### src/logic/ufc_pkg.sv
/*
 * constants for the usb function control register: offsets, field positions,
 * reset values and timing counts.
 * assumes a 32-bit apb slave with the register in the low byte of one word.
 */
package ufc_pkg;
	// byte address of the single control register
	localparam logic [7:0] UFC_CTRL_OFFSET   = 8'h00;
	// field positions, most significant first
	localparam int         UFC_BIT_CONNECT   = 7;
	localparam int         UFC_BIT_IRSEL     = 6;
	localparam int         UFC_BIT_WAKEUP    = 5;
	localparam int         UFC_BIT_RSTLINK   = 4;
	localparam int         UFC_BIT_RSV_HI    = 3;
	localparam int         UFC_BIT_RSV_LO    = 2;
	localparam int         UFC_BIT_SETUP     = 1;
	localparam int         UFC_BIT_DIR       = 0;
	// reset value: only the reset link bit comes up set
	localparam logic [7:0] UFC_CTRL_RESET    = 8'h10;
	// writable mask keeps the reserved bits at zero
	localparam logic [7:0] UFC_CTRL_WMASK    = 8'hf3;
	// wakeup pulse length
	localparam int         UFC_CLK_MHZ       = 125;
	localparam int         UFC_WAKE_NS       = 80;
	localparam int         UFC_WAKE_CYCLES   = (UFC_WAKE_NS * UFC_CLK_MHZ + 999) / 1000;
endpackage

### src/logic/ufc_usb_function_control.sv
/*
 * usb function control register with apb slave, remote wakeup pulse
 * generator and function reset routing to the microcontroller.
 * assumes rst_n is the power-up reset only; usb function reset arrives
 * as a plain synchronous input and never clears this register.
 */
`timescale 1ns/1ps
module ufc_usb_function_control
	import ufc_pkg::*;
#(
	parameter int WAKE_CYCLES = UFC_WAKE_CYCLES
) (
	// clock and power-up reset
	input  wire logic        clk_sys,
	input  wire logic        rst_n,
	// apb slave
	input  wire logic        psel,
	input  wire logic        penable,
	input  wire logic        pwrite,
	input  wire logic [7:0]  paddr,
	input  wire logic [31:0] pwdata,
	input  wire logic [3:0]  pstrb,
	output logic [31:0]      prdata,
	output logic             pready,
	output logic             pslverr,
	// usb function reset from the usb engine
	input  wire logic        usbFuncReset,
	// controls toward the rest of the device
	output logic             mcuReset,
	output logic             wakeupPulse,
	output logic             irEnable,
	output logic             pullupEnable,
	output logic             xferDirIn,
	output logic             setupInService
);
	localparam logic [7:0] WAKE_LAST = 8'(WAKE_CYCLES - 1);
	// clears the wakeup position: that bit is a strobe, never a stored value
	localparam logic [7:0] WAKE_CLR  = ~(8'h01 << UFC_BIT_WAKEUP);

	logic [7:0]  ctrl_q, ctrl_d;
	logic [31:0] prdata_q, prdata_d;
	logic        pready_q, pready_d;
	logic        pslverr_q, pslverr_d;
	logic        mcuReset_q, mcuReset_d;
	logic        wake_q, wake_d;
	logic [7:0]  wakeCnt_q, wakeCnt_d;
	logic [8:0]  wakeSeen_q, wakeSeen_d;
	logic        access, hit, wrLow;

	// one wait state: pready asserts the cycle after penable rises
	assign access = psel && penable && !pready_q;
	assign hit    = (paddr == UFC_CTRL_OFFSET);
	assign wrLow  = access && pwrite && hit && pstrb[0];

	// register file and bus answer
	always_comb begin
		ctrl_d    = ctrl_q;
		prdata_d  = prdata_q;
		pready_d  = access;
		pslverr_d = access && !hit; // unmapped address answers with error
		if (wrLow) begin
			// reserved bits masked off, wakeup bit never stored
			ctrl_d = pwdata[7:0] & UFC_CTRL_WMASK & WAKE_CLR;
		end
		if (access && !pwrite) begin
			// wakeup bit reads set while its pulse runs
			prdata_d = hit ? {24'h000000, ctrl_q | (8'(wake_q) << UFC_BIT_WAKEUP)} : 32'h00000000;
		end
	end

	// wakeup pulse: a write of 1 starts it, a write of 0 is ignored
	always_comb begin
		wake_d    = wake_q;
		wakeCnt_d = wakeCnt_q;
		if (wake_q) begin
			if (wakeCnt_q == WAKE_LAST) begin
				wake_d    = 1'b0;
				wakeCnt_d = 8'h00;
			end else begin
				wakeCnt_d = wakeCnt_q + 8'h01;
			end
		end else if (wrLow && pwdata[UFC_BIT_WAKEUP]) begin
			wake_d    = 1'b1;
			wakeCnt_d = 8'h00;
		end
	end

	// usb function reset reaches the mcu only when linked
	always_comb begin
		mcuReset_d = usbFuncReset && ctrl_q[UFC_BIT_RSTLINK];
	end

	// only the power-up reset clears state; usbFuncReset is not used here
	always_ff @(posedge clk_sys or negedge rst_n) begin
		if (!rst_n) begin
			ctrl_q     <= UFC_CTRL_RESET;
			prdata_q   <= 32'h00000000;
			pready_q   <= 1'b0;
			pslverr_q  <= 1'b0;
			mcuReset_q <= 1'b0;
			wake_q     <= 1'b0;
			wakeCnt_q  <= 8'h00;
		end else begin
			ctrl_q     <= ctrl_d;
			prdata_q   <= prdata_d;
			pready_q   <= pready_d;
			pslverr_q  <= pslverr_d;
			mcuReset_q <= mcuReset_d;
			wake_q     <= wake_d;
			wakeCnt_q  <= wakeCnt_d;
		end
	end

	// outputs straight from flip-flops
	assign prdata         = prdata_q;
	assign pready         = pready_q;
	assign pslverr        = pslverr_q;
	assign mcuReset       = mcuReset_q;
	assign wakeupPulse    = wake_q;
	assign irEnable       = ctrl_q[UFC_BIT_IRSEL];
	assign pullupEnable   = ctrl_q[UFC_BIT_CONNECT];
	assign xferDirIn      = ctrl_q[UFC_BIT_DIR];
	assign setupInService = ctrl_q[UFC_BIT_SETUP];

	// helper count of pulse cycles, kept apart from the pulse's own counter
	// so that the length check does not lean on the logic it is checking
	always_comb begin
		wakeSeen_d = 9'h000;
		if (wake_q) begin
			wakeSeen_d = wakeSeen_q + 9'h001;
		end
	end

	// helper count register, restarts whenever the pulse is low
	always_ff @(posedge clk_sys or negedge rst_n) begin
		if (!rst_n) begin
			wakeSeen_q <= 9'h000;
		end else begin
			wakeSeen_q <= wakeSeen_d;
		end
	end

	// reserved bits never become set
	AST_RSV_ZERO: assert property (@(posedge clk_sys) disable iff (!rst_n)
		ctrl_q[UFC_BIT_RSV_HI:UFC_BIT_RSV_LO] == 2'b00)
		else $error("reserved bits not zero");

	// write of 1 to wakeup gives a pulse of exact length
	AST_WAKE_LEN: assert property (@(posedge clk_sys) disable iff (!rst_n)
		$fell(wake_q) |-> wakeSeen_q == 9'(WAKE_CYCLES))
		else $error("wakeup pulse length wrong");

	AST_WAKE_START: assert property (@(posedge clk_sys) disable iff (!rst_n)
		(wrLow && pwdata[UFC_BIT_WAKEUP] && !wake_q) |=> wake_q)
		else $error("wakeup pulse not started");

	// no pulse without a write of 1
	AST_WAKE_NOCAUSE: assert property (@(posedge clk_sys) disable iff (!rst_n)
		$rose(wake_q) |-> $past(wrLow) && $past(pwdata[UFC_BIT_WAKEUP]))
		else $error("wakeup pulse without request");

	// stored wakeup bit stays clear
	AST_WAKE_SELFCLR: assert property (@(posedge clk_sys) disable iff (!rst_n)
		!ctrl_q[UFC_BIT_WAKEUP])
		else $error("wakeup bit stored");

	// a read during the pulse shows the request still in progress
	AST_WAKE_READ: assert property (@(posedge clk_sys) disable iff (!rst_n)
		(access && !pwrite && hit && wake_q) |=> prdata[UFC_BIT_WAKEUP])
		else $error("wakeup in progress not readable");

	AST_MCU_RESET: assert property (@(posedge clk_sys) disable iff (!rst_n)
		mcuReset_q == $past(usbFuncReset && ctrl_q[UFC_BIT_RSTLINK]))
		else $error("mcu reset routing wrong");

	// with the link bit clear the mcu never sees a function reset
	AST_LINK_APART: assert property (@(posedge clk_sys) disable iff (!rst_n)
		!ctrl_q[UFC_BIT_RSTLINK] |=> !mcuReset)
		else $error("mcu reset while unlinked");

	// usb function reset alone never changes the register
	AST_USB_RST_HOLD: assert property (@(posedge clk_sys) disable iff (!rst_n)
		($past(!wrLow) && usbFuncReset) |-> $stable(ctrl_q))
		else $error("register changed without write");

	AST_WRITE_STORE: assert property (@(posedge clk_sys) disable iff (!rst_n)
		wrLow |=> ctrl_q == ($past(pwdata[7:0]) & 8'hd3))
		else $error("written value not stored");

	// connect, ir and direction outputs follow the last write, not merely the flop behind them
	AST_PULLUP: assert property (@(posedge clk_sys) disable iff (!rst_n)
		wrLow |=> pullupEnable == $past(pwdata[UFC_BIT_CONNECT])
			&& irEnable == $past(pwdata[UFC_BIT_IRSEL])
			&& xferDirIn == $past(pwdata[UFC_BIT_DIR]))
		else $error("connect, ir or direction output wrong");

	// upper read lanes carry no state, so they stay zero
	AST_RDATA_HIGH: assert property (@(posedge clk_sys) disable iff (!rst_n)
		pready |-> prdata[31:8] == 24'h000000)
		else $error("upper read data not zero");

	// one wait state: the answer follows the first access cycle
	AST_READY_ANSWER: assert property (@(posedge clk_sys) disable iff (!rst_n)
		(psel && $rose(penable)) |=> pready)
		else $error("no answer after one wait state");

	// the answer lasts one cycle, so a held request is not taken twice
	AST_READY_ONE: assert property (@(posedge clk_sys) disable iff (!rst_n)
		pready |=> !pready)
		else $error("ready longer than one cycle");

	AST_ERR_WITH_READY: assert property (@(posedge clk_sys) disable iff (!rst_n)
		pslverr |-> pready)
		else $error("error without ready");

	// unmapped address: error answer and the register left alone
	AST_ERR_UNMAPPED: assert property (@(posedge clk_sys) disable iff (!rst_n)
		(access && !hit) |=> pslverr && $stable(ctrl_q))
		else $error("unmapped access not refused");

	// lane 0 strobe low: the write is dropped and starts no pulse
	AST_STRB_OFF: assert property (@(posedge clk_sys) disable iff (!rst_n)
		(access && pwrite && !pstrb[0]) |=> $stable(ctrl_q) && !$rose(wake_q))
		else $error("write without lane strobe landed");
endmodule

### config.mk
export PLATFORM = sky130hd
export DESIGN_NAME = ufc_usb_function_control
export DESIGN_NICKNAME = d
export VERILOG_FILES = /design/src/logic/ufc_pkg.sv /design/src/logic/ufc_usb_function_control.sv
export SDC_FILE = /design/constraint.sdc
export NUM_CORES = 1
export LEC_CHECK = 0
export BUFFER_PORTS_ARGS = -buffer_cell sky130_fd_sc_hd__buf_2
export CORE_MARGIN = 5
export CORE_UTILIZATION = 40
export DETAILED_ROUTE_END_ITERATION = 12
export MAX_ROUTING_LAYER = met4
export PLACE_DENSITY_LB_ADDON = 0.25
export SETUP_SLACK_MARGIN = 0.05
export SYNTH_ARGS = -nofsm -noshare
export SYNTH_HDL_FRONTEND = slang
export SYNTH_SLANG_ARGS = --single-unit
### constraint.sdc
create_clock -name clk_sys -period 1.81 [get_ports clk_sys]
set_clock_uncertainty 0.05 [all_clocks]
set_input_delay 0.543 -clock clk_sys [delete_from_list [all_inputs] [get_ports clk_sys]]
set_output_delay 0.543 -clock clk_sys [all_outputs]
set_load 0.01 [all_outputs]
==> impl_metrics.ini <==
[global_routing]
grt_first_pass_wirelength_microns = 3860
grt_pass1_vias = 871
grt_use_total_pct = 11.6
grt_antenna_before_repair = 0
grt-ovfl-total = 0
grt_start_max_net_pins = 24

[die]
io_pins = 90
core_area_sq_um = 3050
die-area_sq_um = 4380
dieHeight_microns = 66.2
std_cell_rows = 20
start_util_pct = 41.4
die_w_microns = 66.2

[clock_tree]
worstSkewPairLatency_ns = 0.30
numCtsBuffers = 3
hold_buffers = 0
cts.clk_slew.worst_paths_ns = 0.13
cts.sinks = 23
clockBufferDepth = 2
cts_resized = 0
root_buffer = clkbuf_4
post_cts_buffers = 0
cts_htree_levels = 1
cts_tree = done

[timing]
fmax_mhz = 596
tns_ns = 0
fin_hold_ws_ns = 0.139
finalHoldViolCount = 0
maxSlewHeadroom_pct = 65.9
fin_crit_ns = 1.68
fin_crit_sh_pct = 92.8
tightestPinTransition_ns = 0.512
rsz0062_at_grt = no
setup_viol = 0
finalMaxSlewViolations = 0

[power]
vdd_drop_max_v = 0.000282
power.leakage_nw = 0.780
clkPwrFrac_pct = 27.7
p_sw_share_pct = 25.1
power_switching_uw = 211
power_frac_seq_pct = 62.2
power_density_nw_per_um2 = 579
power.internal_uw = 631
power_frac_comb_pct = 10.1

[yosys]
synth_edf_count = 0
synth-seq-cells = 23
synth_ff_type = dfrtp_1
yosys.area.top_type = dfrtp_1
syn_area_sq_um = 1260
syn_area_per_cell_sq_um = 11.0
netlist_instances = 115
synth_top_cell_area_share_pct = 43.6
ys_warn_count = 0
async_flop_share_pct = 100
yosysUniqueCellTypes = 36
synthTopCellsByArea = dfrtp_1 (44%), buf_4 (15%), mux2_4 (5.9%), a22o_1 (4.2%), nand3_1 (3.2%)
synth-seq-area-share_pct = 45.7

[critical_path]
r2r_slack_ns = 0.22
endpoint = wakeupPulse
crit_buf_inv = 1
cp_max_fo = 11
crit_family = flip-flops
r2r_start = wakeCnt_q[1]
cp_slowest_cell = dfrtp_1
cp.depth = 1
critPathArrivalTime_ns = 1.09
startpoint_type = flip-flop
worstPathCellList = buf_2
worst_path_largest_cell_delay_ns = 0.58
worstSetupStartpoint = wakeupPulse
timing.rr.end = wakeCnt_q[2]
end_kind = output port
r2r_cells = 7
cp.required_ns = 1.22
crit_type = flip-flop to output port

[place]
detailed_place_hpwl_microns = 2020
dp.cells = 197
gp_routability_congestion = 0.729
numPortBuffers = 34

[routing]
postRouteAntennaNets = 0
wl_microns = 2500
wl_per_cell_microns = 12.4
firstDrtPassIters = 4
dr.first_iter.drc_count = 19
num_vias = 904
drc = 0
drt-vias-per-instance = 4.50

[status]
outcome = complete, no violations

[job]
drv_cap = 0

[finish]
instances_no_fill = 201
area_delta_synth_final_pct = 15.2
drive_gt1_share_pct = 35.7
final_nets = 210
antenna_cells = 0

[hold_path]
hp-class = primary input to asynchronous set/reset pin
## metal layers
layer  vias up  track usage, %  wire (microns)  part of all wire [%]
met5         -               -               0                     0
li1        433               -               -                     -
met3         2           0.680             168                   6.7
met1       426            13.7            1030                    41
met4         0            5.33              32                   1.3
met2        43            20.1            1260                    51
## cell type report
type	count	area, sq um
clock buffer	3	22.5
clock inverter	1	5.00
fill	299	1600
inverter	1	3.75
multi-input combinational	87	561
sequential	23	577
tap	44	55.1
timing repair buffer	42	230
## worst register-to-register path, cell delays in order (launching register included)
cell	delay, ns
dfrtp_1	0.44
inv_1	0.07
ha_1	0.13
nand4bb_1	0.12
o41ai_2	0.25
buf_4	0.21
o21bai_1	0.06
a21o_1	0.17
## logic make-up (layout without fill, tap and decap cells)
logic type	count (synthesis)	in the layout	share of synthesized area, %
XOR/XNOR	1	1	0.694
flip-flops	23	23	45.7
AND/OR/NAND/NOR	35	35	17.1
AO/OA/AOI/OAI	18	18	10.9
buffers and inverters	30	47	17.3
multiplexers	5	5	5.95
adder cells (fa/ha/maj)	2	2	1.98
other	1	26	0.297
## cell usage after synthesis (2+ instances only)
| cell | n |
|---|---|
| a22o_1 | 6 |
| nand2_1 | 9 |
| nor2_1 | 2 |
| o21ai_0 | 6 |
| nand2b_1 | 2 |
| nand3_1 | 8 |
| dfrtp_1 | 22 |
| mux2_4 | 5 |
| or3_1 | 2 |
| buf_4 | 26 |
| ha_1 | 2 |
## through the flow
| stage | setup WS [ns] | area [sq um] | power [mW] | util (%) |
|---|---|---|---|---|
| final | 0.131 | 1450 | 0.842 | 47.6 |
| after detailed placement | -0.152 | 1430 | 0.618 | 46.7 |
| after floorplan | 0.0621 | 1360 | 0.613 | - |
| after global placement | -0.150 | 1430 | 0.615 | 46.7 |
| after global routing | 0.0738 | 1450 | 0.878 | 47.6 |
| after CTS | 0.130 | 1450 | 0.850 | 47.6 |
## registers in the layout (all words and copies together) (netlist names)
| name | flops |
|---|---|
| pready | 1 |
| ctrl_q | 5 |
| wakeupPulse | 1 |
| prdata | 6 |
| pslverr | 1 |
| wakeCnt_q | 8 |
| mcuReset | 1 |
## power by group through the flow
stage | sequential [mW] | combinational, mW | clock [mW]
final | 0.523 | 0.0849 | 0.233
after global routing | 0.524 | 0.0947 | 0.259
after CTS | 0.524 | 0.0848 | 0.242
after detailed placement | 0.533 | 0.0847 | 0
after global placement | 0.533 | 0.0825 | 0
after floorplan | 0.534 | 0.0789 | 0
## placed cells by master (no fill, tap or decap), types with 2 or more instances in the layout
master / netlist / routed
a22o_1: 6 / 6
buf_2: 1 / 34
buf_4: 26 / 8
clkbuf_4: 0 / 3
conb_1: 1 / 26
dfrtp_1: 22 / 22
ha_1: 2 / 2
mux2_4: 5 / 5
nand2_1: 9 / 9
nand2b_1: 2 / 2
nand3_1: 8 / 8
nor2_1: 2 / 2
o21ai_0: 6 / 6
or3_1: 2 / 2
## worst min path at each step
stage / endpoint / start / slack, ns
6_report: wakeCnt_q[7] / rst_n / 0.14
5_1_grt: wakeCnt_q[7] / rst_n / 0.17
4_1_cts: wakeCnt_q[0] / rst_n / 0.16
3_5_place_dp: prdata[1] / prdata[1] / 0.44
3_3_place_gp: prdata[4] / prdata[4] / 0.43
2_1_floorplan: ctrl_q[0] / rst_n / 0.20
Power figures use the tool's default switching activity.
